==> config.mk <==
export PLATFORM = sky130hd
export DESIGN_NAME = gps_ports
export DESIGN_NICKNAME = d
export VERILOG_FILES = /design/src/gps_pkg.sv /design/src/gps_pinmux.sv /design/src/gps_ports.sv
export VERILOG_INCLUDE_DIRS = /design/src
export SDC_FILE = /design/constraint.sdc
export NUM_CORES = 1
export LEC_CHECK = 0
export BUFFER_PORTS_ARGS = -buffer_cell sky130_fd_sc_hd__buf_2
export CAP_MARGIN = 0
export CORE_AREA = 2 2 161 84
export CTS_CLUSTER_SIZE = 20
export DETAILED_ROUTE_END_ITERATION = 10
export DIE_AREA = 0 0 163 86
export PLACE_DENSITY = 0.86
export SLEW_MARGIN = 20
export SYNTH_ARGS = -nofsm -noshare
export SYNTH_HDL_FRONTEND = slang
export SYNTH_SLANG_ARGS = --single-unit
==> constraint.sdc <==
create_clock -name clk -period 1.2 [get_ports clk]
set_input_delay 0.12 -clock clk [delete_from_list [all_inputs] [get_ports clk]]
set_output_delay 0.12 -clock clk [all_outputs]
set_load 0.005 [all_outputs]
==> src/gps_cfg.svh <==
`ifndef GPS_CFG_SVH
`define GPS_CFG_SVH
// ==========================================
// Register offsets
`define GPS_ADDR_W 4
`define GPS_OFS_P8_DIR 4'h0
`define GPS_OFS_P8_DATA 4'h1
`define GPS_OFS_PC_DIR 4'h2
`define GPS_OFS_PC_DATA 4'h3
`define GPS_OFS_PD_DIR 4'h4
`define GPS_OFS_PD_DATA 4'h5
`define GPS_OFS_TMR_ODIS 4'h6
`define GPS_OFS_TMR_FUNC 4'h7
`define GPS_OFS_TMR_PWM 4'h8
`define GPS_OFS_TMR_IOA0 4'h9
`define GPS_OFS_TMR_IOC0 4'hA
`define GPS_OFS_TMR_IOA1 4'hB
`define GPS_OFS_TMR_IOC1 4'hC
// ==========================================
// Field positions
`define GPS_FUNC_CMD_LSB 0
`define GPS_FUNC_PWM_SEL_BIT 2
`define GPS_FUNC_SYNC_BIT 3
`define GPS_P8_LSB 5
`define GPS_PWM_IMPL 8'hEE
// ==========================================
// Reset and fixed read values
`define GPS_RST_BYTE 8'h00
`define GPS_RST_P8 3'h0
`define GPS_RST_PC 4'h0
`define GPS_P8_RSVD_RD 5'h1F
`define GPS_PC_RSVD_RD 4'hF
`define GPS_RD_UNMAPPED 8'h00
`endif

==> src/gps_pkg.sv <==
package gps_pkg;
   typedef logic [7:0] gps_byte_t;
   typedef enum logic [2:0] {
      GPS_PIN_A0,
      GPS_PIN_B0,
      GPS_PIN_CD,
      GPS_PIN_A1,
      GPS_PIN_B1
   } gps_pin_kind_t;
endpackage

==> src/gps_pinmux.sv <==
`timescale 1ns/1ps
`default_nettype none
module gps_pinmux
   import gps_pkg::*;
#(
   parameter gps_pin_kind_t KIND = GPS_PIN_CD
) (
   input wire logic out_disable,
   input wire logic [1:0] comb_mode,
   input wire logic pwm_sel,
   input wire logic start_sync,
   input wire logic pwm_mode,
   input wire logic [3:0] io_code,
   output logic timer_owns,
   output logic force_input
);
   logic sel3;
   logic sel4;
   logic comb_on;

   // 3-bit code 01X or 001, 4-bit code 101X or 1001
   assign sel3 = (io_code[2] == 1'b0) && (io_code[2:0] != 3'b000);
   assign sel4 = (io_code[3:1] == 3'b101) || (io_code == 4'b1001);
   assign comb_on = (comb_mode != 2'b00);

   always_comb begin
      timer_owns = 1'b0;
      force_input = 1'b0;
      if (out_disable) begin
         timer_owns = 1'b0;
      end else begin
         case (KIND)
            GPS_PIN_CD: begin
               if (comb_on) timer_owns = 1'b1;
               else if (!pwm_sel) timer_owns = 1'b0;
               else if (pwm_mode) timer_owns = 1'b1;
               else timer_owns = sel4;
            end
            GPS_PIN_B1: begin
               if (comb_on) timer_owns = 1'b1;
               else if (!pwm_sel) timer_owns = 1'b0;
               else if (pwm_mode) timer_owns = 1'b1;
               else timer_owns = sel3;
            end
            GPS_PIN_A1: begin
               if (comb_on) timer_owns = 1'b1;
               else if (!pwm_sel) timer_owns = 1'b0;
               else timer_owns = sel3;
            end
            GPS_PIN_B0: begin
               // Only one narrow case leaves this pin to the port
               timer_owns = !(pwm_sel && !pwm_mode && !comb_on && !sel3);
            end
            GPS_PIN_A0: begin
               if (start_sync) timer_owns = 1'b0;
               else if (comb_on) force_input = 1'b1;
               else if (!pwm_sel) timer_owns = 1'b1;
               else timer_owns = sel3;
            end
            default: begin
               timer_owns = 1'b0;
            end
         endcase
      end
   end
endmodule
`default_nettype wire

==> src/gps_ports.sv <==
// Summary of operation
// - First port upper pins: direction bit 1 outputs
// - First port read: latch if output, pin if input
// - Reserved data bits always read as one
// - Second port low pins: direction bit 1 outputs
// - Second port read by direction, data reset zero
// - Shared port: eight direction bits, 1 outputs
// - Shared port read by direction, data reset zero
// - Timer output selection overrides port settings
// - Output disable gives plain port, pin feeds capture
// - Mode 00, PWM select 0: port pins except channel-0 A and B
// - C/D pins: 4-bit code picks timer output
// - PWM-mode bit 1 forces timer output when PWM select is 1
// - B pins: nonzero mode forces timer output
// - Channel-1 A pin: code alone under PWM select
// - Channel-0 B pin mostly timer output
// - Channel-0 A pin: sync bit frees pin
//
// The implementer's own choices: the placing of the registers and the strobed register port.
`timescale 1ns/1ps
`default_nettype none
`include "gps_cfg.svh"
module gps_ports
   import gps_pkg::*;
(
   input wire logic clk,
   input wire logic arst_n,
   input wire logic [`GPS_ADDR_W-1:0] reg_addr,
   input wire logic [7:0] reg_wdata,
   input wire logic reg_wr,
   input wire logic reg_rd,
   output logic [7:0] reg_rdata,
   input wire logic [2:0] p8_pin_in,
   output logic [2:0] p8_pin_out,
   output logic [2:0] p8_pin_oe,
   input wire logic [3:0] pc_pin_in,
   output logic [3:0] pc_pin_out,
   output logic [3:0] pc_pin_oe,
   input wire logic [7:0] pd_pin_in,
   output logic [7:0] pd_pin_out,
   output logic [7:0] pd_pin_oe,
   input wire logic [7:0] timer_out,
   output logic [7:0] timer_capture_in
);
   // ==========================================
   // Register storage
   logic [2:0] first_port_direction;
   logic [2:0] first_port_latch;
   logic [3:0] second_port_direction;
   logic [3:0] second_port_latch;
   gps_byte_t shared_port_direction;
   gps_byte_t shared_port_latch;
   gps_byte_t timer_output_disable_reg;
   gps_byte_t timer_function_ctrl_reg;
   gps_byte_t timer_pwm_mode_reg;
   gps_byte_t timer_io_ctrl_a_reg;
   gps_byte_t timer_io_ctrl_c_reg;
   gps_byte_t timer_io_ctrl_a1_reg;
   gps_byte_t timer_io_ctrl_c1_reg;

   // ==========================================
   // Pin input synchronisers
   logic [2:0] p8_meta;
   logic [2:0] p8_sync;
   logic [3:0] pc_meta;
   logic [3:0] pc_sync;
   gps_byte_t pd_meta;
   gps_byte_t pd_sync;

   always_ff @(posedge clk or negedge arst_n) begin
      if (!arst_n) begin
         p8_meta <= `GPS_RST_P8;
         p8_sync <= `GPS_RST_P8;
         pc_meta <= `GPS_RST_PC;
         pc_sync <= `GPS_RST_PC;
         pd_meta <= `GPS_RST_BYTE;
         pd_sync <= `GPS_RST_BYTE;
      end else begin
         p8_meta <= p8_pin_in;
         p8_sync <= p8_meta;
         pc_meta <= pc_pin_in;
         pc_sync <= pc_meta;
         pd_meta <= pd_pin_in;
         pd_sync <= pd_meta;
      end
   end

   // ==========================================
   // Write decode
   logic wr_p8_dir;
   logic wr_p8_data;
   logic wr_pc_dir;
   logic wr_pc_data;
   logic wr_pd_dir;
   logic wr_pd_data;

   assign wr_p8_dir = reg_wr && (reg_addr == `GPS_OFS_P8_DIR);
   assign wr_p8_data = reg_wr && (reg_addr == `GPS_OFS_P8_DATA);
   assign wr_pc_dir = reg_wr && (reg_addr == `GPS_OFS_PC_DIR);
   assign wr_pc_data = reg_wr && (reg_addr == `GPS_OFS_PC_DATA);
   assign wr_pd_dir = reg_wr && (reg_addr == `GPS_OFS_PD_DIR);
   assign wr_pd_data = reg_wr && (reg_addr == `GPS_OFS_PD_DATA);

   // ==========================================
   // First port
   // Only the three upper bits exist; low-bit writes fall away
   always_ff @(posedge clk or negedge arst_n) begin
      if (!arst_n) begin
         first_port_direction <= `GPS_RST_P8;
      end else if (wr_p8_dir) begin
         first_port_direction <= reg_wdata[7:`GPS_P8_LSB];
      end
   end

   always_ff @(posedge clk or negedge arst_n) begin
      if (!arst_n) begin
         first_port_latch <= `GPS_RST_P8;
      end else if (wr_p8_data) begin
         first_port_latch <= reg_wdata[7:`GPS_P8_LSB];
      end
   end

   // ==========================================
   // Second port
   always_ff @(posedge clk or negedge arst_n) begin
      if (!arst_n) begin
         second_port_direction <= `GPS_RST_PC;
      end else if (wr_pc_dir) begin
         second_port_direction <= reg_wdata[3:0];
      end
   end

   always_ff @(posedge clk or negedge arst_n) begin
      if (!arst_n) begin
         second_port_latch <= `GPS_RST_PC;
      end else if (wr_pc_data) begin
         second_port_latch <= reg_wdata[3:0];
      end
   end

   // ==========================================
   // Shared port
   always_ff @(posedge clk or negedge arst_n) begin
      if (!arst_n) begin
         shared_port_direction <= `GPS_RST_BYTE;
      end else if (wr_pd_dir) begin
         shared_port_direction <= reg_wdata;
      end
   end

   always_ff @(posedge clk or negedge arst_n) begin
      if (!arst_n) begin
         shared_port_latch <= `GPS_RST_BYTE;
      end else if (wr_pd_data) begin
         shared_port_latch <= reg_wdata;
      end
   end

   // ==========================================
   // Timer pin-function configuration
   always_ff @(posedge clk or negedge arst_n) begin
      if (!arst_n) begin
         timer_output_disable_reg <= `GPS_RST_BYTE;
         timer_function_ctrl_reg <= `GPS_RST_BYTE;
         timer_pwm_mode_reg <= `GPS_RST_BYTE;
         timer_io_ctrl_a_reg <= `GPS_RST_BYTE;
         timer_io_ctrl_c_reg <= `GPS_RST_BYTE;
         timer_io_ctrl_a1_reg <= `GPS_RST_BYTE;
         timer_io_ctrl_c1_reg <= `GPS_RST_BYTE;
      end else if (reg_wr) begin
         case (reg_addr)
            `GPS_OFS_TMR_ODIS: timer_output_disable_reg <= reg_wdata;
            `GPS_OFS_TMR_FUNC: timer_function_ctrl_reg <= reg_wdata;
            // A pins carry no PWM-mode bit, so those positions never store
            `GPS_OFS_TMR_PWM: timer_pwm_mode_reg <= reg_wdata & `GPS_PWM_IMPL;
            `GPS_OFS_TMR_IOA0: timer_io_ctrl_a_reg <= reg_wdata;
            `GPS_OFS_TMR_IOC0: timer_io_ctrl_c_reg <= reg_wdata;
            `GPS_OFS_TMR_IOA1: timer_io_ctrl_a1_reg <= reg_wdata;
            `GPS_OFS_TMR_IOC1: timer_io_ctrl_c1_reg <= reg_wdata;
            default: begin
            end
         endcase
      end
   end

   // ==========================================
   // Per-pin timer ownership of the shared port
   logic [1:0] comb_mode;
   logic pwm_sel;
   logic start_sync;
   logic [3:0] io_code [8];
   gps_byte_t tmr_owns;
   gps_byte_t tmr_force_in;

   assign comb_mode = timer_function_ctrl_reg[`GPS_FUNC_CMD_LSB +: 2];
   assign pwm_sel = timer_function_ctrl_reg[`GPS_FUNC_PWM_SEL_BIT];
   assign start_sync = timer_function_ctrl_reg[`GPS_FUNC_SYNC_BIT];
   assign io_code[0] = {1'b0, timer_io_ctrl_a_reg[2:0]};
   assign io_code[1] = {1'b0, timer_io_ctrl_a_reg[6:4]};
   assign io_code[2] = timer_io_ctrl_c_reg[3:0];
   assign io_code[3] = timer_io_ctrl_c_reg[7:4];
   assign io_code[4] = {1'b0, timer_io_ctrl_a1_reg[2:0]};
   assign io_code[5] = {1'b0, timer_io_ctrl_a1_reg[6:4]};
   assign io_code[6] = timer_io_ctrl_c1_reg[3:0];
   assign io_code[7] = timer_io_ctrl_c1_reg[7:4];

   localparam gps_pin_kind_t PIN_KIND [8] = '{
      GPS_PIN_A0, GPS_PIN_B0, GPS_PIN_CD, GPS_PIN_CD,
      GPS_PIN_A1, GPS_PIN_B1, GPS_PIN_CD, GPS_PIN_CD
   };

   genvar gi;
   generate
      for (gi = 0; gi < 8; gi++) begin : g_mux
         gps_pinmux #(
            .KIND(PIN_KIND[gi])
         ) u_mux (
            .out_disable(timer_output_disable_reg[gi]),
            .comb_mode(comb_mode),
            .pwm_sel(pwm_sel),
            .start_sync(start_sync),
            .pwm_mode(timer_pwm_mode_reg[gi]),
            .io_code(io_code[gi]),
            .timer_owns(tmr_owns[gi]),
            .force_input(tmr_force_in[gi])
         );
      end
   endgenerate

   // ==========================================
   // Pin drivers
   always_ff @(posedge clk or negedge arst_n) begin
      if (!arst_n) begin
         p8_pin_out <= `GPS_RST_P8;
         p8_pin_oe <= `GPS_RST_P8;
      end else begin
         p8_pin_out <= first_port_latch;
         p8_pin_oe <= first_port_direction;
      end
   end

   always_ff @(posedge clk or negedge arst_n) begin
      if (!arst_n) begin
         pc_pin_out <= `GPS_RST_PC;
         pc_pin_oe <= `GPS_RST_PC;
      end else begin
         pc_pin_out <= second_port_latch;
         pc_pin_oe <= second_port_direction;
      end
   end

   // Timer ownership wins over direction and latch
   always_ff @(posedge clk or negedge arst_n) begin
      if (!arst_n) begin
         pd_pin_out <= `GPS_RST_BYTE;
         pd_pin_oe <= `GPS_RST_BYTE;
      end else begin
         pd_pin_out <= (tmr_owns & timer_out) | (~tmr_owns & shared_port_latch);
         pd_pin_oe <= tmr_owns | (~tmr_force_in & shared_port_direction);
      end
   end

   // Capture always sees the pin; the timer only uses it when the pin is an input
   always_ff @(posedge clk or negedge arst_n) begin
      if (!arst_n) begin
         timer_capture_in <= `GPS_RST_BYTE;
      end else begin
         timer_capture_in <= pd_sync;
      end
   end

   // ==========================================
   // Read path
   gps_byte_t next_rdata;
   logic [2:0] p8_view;
   logic [3:0] pc_view;
   gps_byte_t pd_view;

   assign p8_view = (first_port_direction & first_port_latch) | (~first_port_direction & p8_sync);
   assign pc_view = (second_port_direction & second_port_latch) | (~second_port_direction & pc_sync);
   assign pd_view = (shared_port_direction & shared_port_latch) | (~shared_port_direction & pd_sync);

   // Direction registers are write-only and read back as zero
   always_comb begin
      case (reg_addr)
         `GPS_OFS_P8_DATA: next_rdata = {p8_view, `GPS_P8_RSVD_RD};
         `GPS_OFS_PC_DATA: next_rdata = {`GPS_PC_RSVD_RD, pc_view};
         `GPS_OFS_PD_DATA: next_rdata = pd_view;
         `GPS_OFS_TMR_ODIS: next_rdata = timer_output_disable_reg;
         `GPS_OFS_TMR_FUNC: next_rdata = timer_function_ctrl_reg;
         `GPS_OFS_TMR_PWM: next_rdata = timer_pwm_mode_reg;
         `GPS_OFS_TMR_IOA0: next_rdata = timer_io_ctrl_a_reg;
         `GPS_OFS_TMR_IOC0: next_rdata = timer_io_ctrl_c_reg;
         `GPS_OFS_TMR_IOA1: next_rdata = timer_io_ctrl_a1_reg;
         `GPS_OFS_TMR_IOC1: next_rdata = timer_io_ctrl_c1_reg;
         default: next_rdata = `GPS_RD_UNMAPPED;
      endcase
   end

   // Read data stands one cycle only, zero otherwise
   always_ff @(posedge clk or negedge arst_n) begin
      if (!arst_n) begin
         reg_rdata <= `GPS_RST_BYTE;
      end else if (reg_rd) begin
         reg_rdata <= next_rdata;
      end else begin
         reg_rdata <= `GPS_RST_BYTE;
      end
   end
endmodule
`default_nettype wire

==> results of run 1 <==
[metrics by stage]
step	power, uW	TNS, ns	cells	worst slack [ns]	hold slack (ns)
after detailed placement	10310	-22.24	809	-0.3549	0.05037
final	16940	-2.059	881	-0.2052	0.06567
after global routing	17560	-2.741	881	-0.2435	0.05876
after floorplan	8559	-0.7000	471	-0.07565	-0.1756
after CTS	16410	-1.542	869	-0.1698	0.04794
after global placement	10160	-20.31	809	-0.3050	0.04498
[path summary, 6_finish.rpt]
check / slack, ns / end / depth (start not counted) / start
setup reg to reg: -0.21 / pd_pin_out[3]$_DFF_PN0_ / 4 / timer_io_ctrl_c_reg[6]$_DFFE_PN0P_
setup / recovery: -0.21 / pd_pin_out[3]$_DFF_PN0_ / 4 / timer_io_ctrl_c_reg[6]$_DFFE_PN0P_
max in group asynchronous: 0.45 / timer_io_ctrl_c1_reg[6]$_DFFE_PN0P_ / 3 / arst_n
min in group asynchronous: 0.17 / pc_pin_out[1]$_DFF_PN0_ / 2 / arst_n
hold / removal: 0.07 / timer_function_ctrl_reg[7]$_DFFE_PN0P_ / 3 / reg_wdata[7]
hold reg to reg: 0.35 / pc_sync[0]$_DFF_PN0_ / 0 / pc_meta[0]$_DFF_PN0_
[power groups by stage]
stage	clock network [uW]	logic [uW]	registers (uW)
after CTS	5720	3640	7050
after global placement	0	3140	7030
after global routing	5970	4360	7230
after floorplan	0	1560	7000
after detailed placement	0	3240	7080
final	5670	4140	7130
[kinds of logic after synthesis]
logic type             share of synthesized area (%)
AO/OA/AOI/OAI                                  7.879
AND/OR/NAND/NOR                                8.772
multiplexers                                   18.73
flip-flops                                     62.10
buffers and inverters                          2.523
[cell type report]
| class | count | area (sq um) | share of cell area, % |
|---|---|---|---|
| clock buffer | 17 | 425.4 | 4.587 |
| tap | 170 | 212.7 | 2.293 |
| clock inverter | 15 | 193.9 | 2.091 |
| timing repair buffer | 233 | 1742 | 18.78 |
| multi-input combinational | 280 | 2674 | 28.83 |
| sequential | 160 | 4005 | 43.18 |
| inverter | 6 | 22.52 | 0.2428 |
[layout by cell type, fill, tap and decap left out, types with 9 or more instances in the layout]
master	Yosys	routed
buf_4	6	107
buf_6	2	10
mux2i_1	16	14
dfrtp_1	160	159
o21ai_0	18	10
mux2_2	93	60
dlygate4sd3_1	0	25
nand2_1	21	20
buf_2	7	83
a21oi_1	25	9
or2_4	0	9
a21oi_2	0	14
clkbuf_16	0	17
mux2_4	0	33
[per-layer routing]
metal / global-route usage (%) / wire length [um]
met1: 37.43 / 8247
met2: 42.33 / 8800
met3: 7.302 / 1318
met5: 0 / 0
met4: 9.332 / 533
[what timing repair did]
item | CTS | global route
buffers inserted | 4 | 14
endpoints found under the setup margin | 24 | 24
pin swaps | 26 | 26
endpoints found under the hold margin | 184 | 0
hold buffers | 25 | 0
gates resized for setup | 50 | 37
gates cloned | 0 | 0
[tightest hold or removal path, cell delays in order]
cell     delay [ns]
buf_2          0.17
nand2_1        0.07
o21ai_0        0.07
==> flow_summary.ini, run 1 <==
[run_status]
outcome = finished, violations left
violations = setup timing

[pwr]
switching_share_pct = 28.14
power.leakage_uw = 0.004320
p_per_area_nw_per_um2 = 1827
p_switching_uw = 4768
irDropWorstVdd_uv = 907.9
combPwrFrac_pct = 24.5
pwr-share-seq_pct = 42.1
clockPowerShare_pct = 33.5
power.internal_uw = 12180

[route]
vias = 4916
wirelength_um = 18900
drcViolationCount = 0
first_pass_iters = 5
viasPerCell = 5.580
wire_per_inst_um = 21.45
drt_iter0_markers = 463
antenna_left = 0

[critical_path]
path_delay_family = flip-flops
cp_cell_sequence = nor3b_2, o21ai_1, a21oi_2, mux2_4
crit_arrival_ns = 1.72
critPathMaxFanout = 2
worst_ep_required_time_ns = 1.51
slowest_delay_ns = 0.42
start_kind = flop
slowest_stage = dfrtp_1
crit_type = flop to flop
endpoint_kind = flop
cp_num_buf_inv = 0

[global_route]
grt_first_pass_wirelength_um = 27830
grt_max_degree = 49
antenna_found_initial = 0
grt-ovfl-total = 0
grt_pass1_vias = 4962
grt_use_total_pct = 27.19

[timing]
slew_headroom_pct = 70.87
clock.fmax_mhz = 711.7
finalHoldViolations = 0
fin_crit_sh_pct = 117.1
rsz0062_at_grt = true
clock_skew_ns = 0.01001
setup_violations = 22
postLayoutSetupSlackWorst_ns = -0.2052
drv_slew = 0
tightestPinTransition_ns = 0.4369
period_minus_slack_ns = 1.405

[finish]
final_area_sq_um = 9275
layout.nets = 737
num_antenna_cells = 0
finish.utilization_pct = 74.09
drive_above_1_share_pct = 56.12
area_growth_pct = 43.86
n_fill_cell = 753

[synthesis]
synth_flop_cell = dfrtp_1
yosysSeqAreaShare_pct = 62.10
synth_edf_count = 0
async_flop_share_pct = 100.0
syn_nets = 510
yosysMostFrequentCell = dfrtp_1
yosysTopAreaCell = dfrtp_1
yosysTopAreaCellShare_pct = 62.10
syn_area_sq_um = 6447
synth_seq_cells = 160
yosys.cell_types.count = 50
syn_area_per_cell_sq_um = 13.69
yosys-top-cells-count = dfrtp_1 (160), mux2_2 (93), a21oi_1 (25)
netlist_top_cells_area = dfrtp_1 (62%), mux2_2 (16%), mux2i_1 (2.5%)
yosysWarnings = 0
postSynthCellCount = 471

[placed_design]
io_buffers = 84
place_area_sq_um = 7956
hpwl_um = 12190
place_congestion = 0.9931

[floorplanning]
start_util_pct = 51.50
fp.dieW_um = 163
core_sq_um = 12520
io_pins = 85
die_y_um = 86
dieArea_sq_um = 14020
rows = 29

[job]
drv_cap = 0

[clock_network]
cts_tree = yes
cts_buffer_depth = 2
path_clk_slew_ns = 0.07
cts_buffers = 17
clk_latency_ns = 0.42
cts-htree-levels = 4
clockRootBuffer = clkbuf_16
clock_sinks = 160

[hold_path]
hold_path_class = input pin to flop
(Power assumes the default switching activity.)
==> run 2: changes to the inputs <==
Settings changed: SKIP_LAST_GASP set to 1.
==> run 2 against run 1 <==
The run still ends with setup timing left; critical endpoint is now pd_pin_out[0]$_DFF_PN0_; critical path depth unchanged; core utilization down 0.65 points; register-to-register slack better by 0.03 ns; final cell count down 0.68%; combinational power down 4%.
==> flow_summary.ini, run 2 (synthesized netlist as in run 1, its figures left out) <==
[critical_path]
critPathMaxFanout = 2
r2r_cells = 4
crit_arrival_ns = 1.69
crit_type = flop to flop
r2r-start = timer_io_ctrl_a_reg[2]$_DFFE_PN0P_
worst_ep_required_time_ns = 1.52
r2r-end = pd_pin_out[0]$_DFF_PN0_
start_kind = flop
r2r_slack_ns = -0.17
endpoint_kind = flop

[global_route]
grt_max_degree = 49
grt_use_total_pct = 26.86
grt_pass1_vias = 4915
grt_first_pass_wirelength_um = 27490
antenna_found_initial = 0
grt-ovfl-total = 0

[floorplanning]
rows = 29
start_util_pct = 51.50
fp.dieW_um = 163
io_pins = 85
die_y_um = 86
core_sq_um = 12520
dieArea_sq_um = 14020

[clock_network]
cts_buffer_depth = 2
cts_buffers = 17
cts_tree = yes
clockRootBuffer = clkbuf_16
path_clk_slew_ns = 0.07
cts-htree-levels = 4
clock_sinks = 160
clk_latency_ns = 0.43

[placed_design]
place_ws_ns = -0.3549
io_buffers = 84
place_congestion = 0.9931
hpwl_um = 12190

[finish]
multi_input_area_sq_um = 2645
register_area_sq_um = 4005
final_common_cell = dfrtp_1
area_growth_pct = 42.60
drive_above_1_share_pct = 55.18
num_antenna_cells = 0
mostFrequentLayoutCells = dfrtp_1 (159), buf_4 (103), buf_2 (83)
n_fill_cell = 754
layout.nets = 731

[pwr]
combPwrFrac_pct = 23.7
p_switching_uw = 4662
p_per_area_nw_per_um2 = 1818
pwr-share-seq_pct = 42.5
power_uw = 16720
clockPowerShare_pct = 33.8
irDropWorstVdd_uv = 950.8
switching_share_pct = 27.89
power.leakage_uw = 0.004265
power.internal_uw = 12050

[timing]
period_minus_slack_ns = 1.375
postLayoutSetupSlackWorst_ns = -0.1746
drv_slew = 0
clock.fmax_mhz = 727.5
slew_headroom_pct = 71.02
fin_crit_sh_pct = 114.5
clock_skew_ns = 0.009644
setup_violations = 22
finalHoldViolations = 0
rsz0062_at_grt = true
tightestPinTransition_ns = 0.4348

[route]
wirelength_um = 18170
wire_per_inst_um = 20.76
antenna_left = 0
viasPerCell = 5.592
first_pass_iters = 5
vias = 4893
drcViolationCount = 0
drt_iter0_markers = 465

[hold_path]
hold_depth = 3
hold_path_class = input pin to flop
min-delay-start = reg_wdata[7]
hold_end = timer_function_ctrl_reg[7]$_DFFE_PN0P_

[run_status]
violations = setup timing
outcome = finished, violations left

[job]
drv_cap = 0
## run 2: changes by cell type in the layout (fill, tap and decap cells not counted), sizes merged
cell,before,now
buf,208,202
## run 2: metal layers
metal	global-route usage, %	vias to the layer above	wire, um
met1	36.69	2489	7936
met5	0	-	0
met4	8.850	0	452
li1	-	2131	-
met3	7.930	47	1368
met2	41.80	226	8409
## run 2: timing repair
item,4_1_cts,5_1_grt
gates cloned,0,0
setup buffers,4,6
pin swaps,25,18
hold endpoints to repair,184,0
hold buffers,25,0
endpoints found under the setup margin,24,24
resized for setup,43,29
## run 2: final cells by class
cell class,count,share of cell area [%]
Clock buffer,17,4.627
Tap cell,170,2.314
Timing Repair Buffer,227,18.37
Inverter,6,0.2450
Multi-Input combinational cell,280,28.77
Clock inverter,15,2.109
Sequential cell,160,43.56
## run 2: per-stage QoR
stage | area (sq um) | util, % | hold slack, ns | cells | TNS (ns)
2_1_floorplan | 6566 | - | -0.1756 | 471 | -0.7000
3_3_place_gp | 7956 | 63.56 | 0.04498 | 809 | -20.31
3_5_place_dp | 7956 | 63.56 | 0.05037 | 809 | -22.24
4_1_cts | 9015 | 72.01 | 0.04794 | 869 | -1.699
5_1_grt | 9194 | 73.44 | 0.05832 | 875 | -2.826
6_report | 9194 | 73.44 | 0.05909 | 875 | -2.114
## run 2: power groups by stage
stage | logic, uW | clock network [uW] | registers (uW)
2_1_floorplan | 1560 | 0 | 7000
3_3_place_gp | 3140 | 0 | 7030
3_5_place_dp | 3240 | 0 | 7080
4_1_cts | 3590 | 5720 | 7040
5_1_grt | 4190 | 5970 | 7210
6_report | 3960 | 5650 | 7110
## run 2: worst max-delay path by stage
stage	start	to	slack, ns	depth (start not counted)
finish	timer_io_ctrl_a_reg[2]$_DFFE_PN0P_	pd_pin_out[0]$_DFF_PN0_	-0.17	4
global route	timer_io_ctrl_c_reg[6]$_DFFE_PN0P_	pd_pin_out[3]$_DFF_PN0_	-0.22	4
CTS	timer_io_ctrl_c_reg[4]$_DFFE_PN0P_	pd_pin_out[3]$_DFF_PN0_	-0.18	5
detailed placement	reg_addr[0]	reg_rdata[5]$_DFF_PN0_	-0.35	7
global placement	reg_addr[0]	reg_rdata[5]$_DFF_PN0_	-0.31	7
floorplan	reg_addr[2]	timer_pwm_mode_reg[7]$_DFFE_PN0P_	-0.08	6
## run 2: worst max-delay path: stages, from the launching register on
cell and delay (ns):
dfrtp_1 0.40, o21bai_2 0.24, a211oi_4 0.26, nand2_1 0.10
mux2_2 0.27
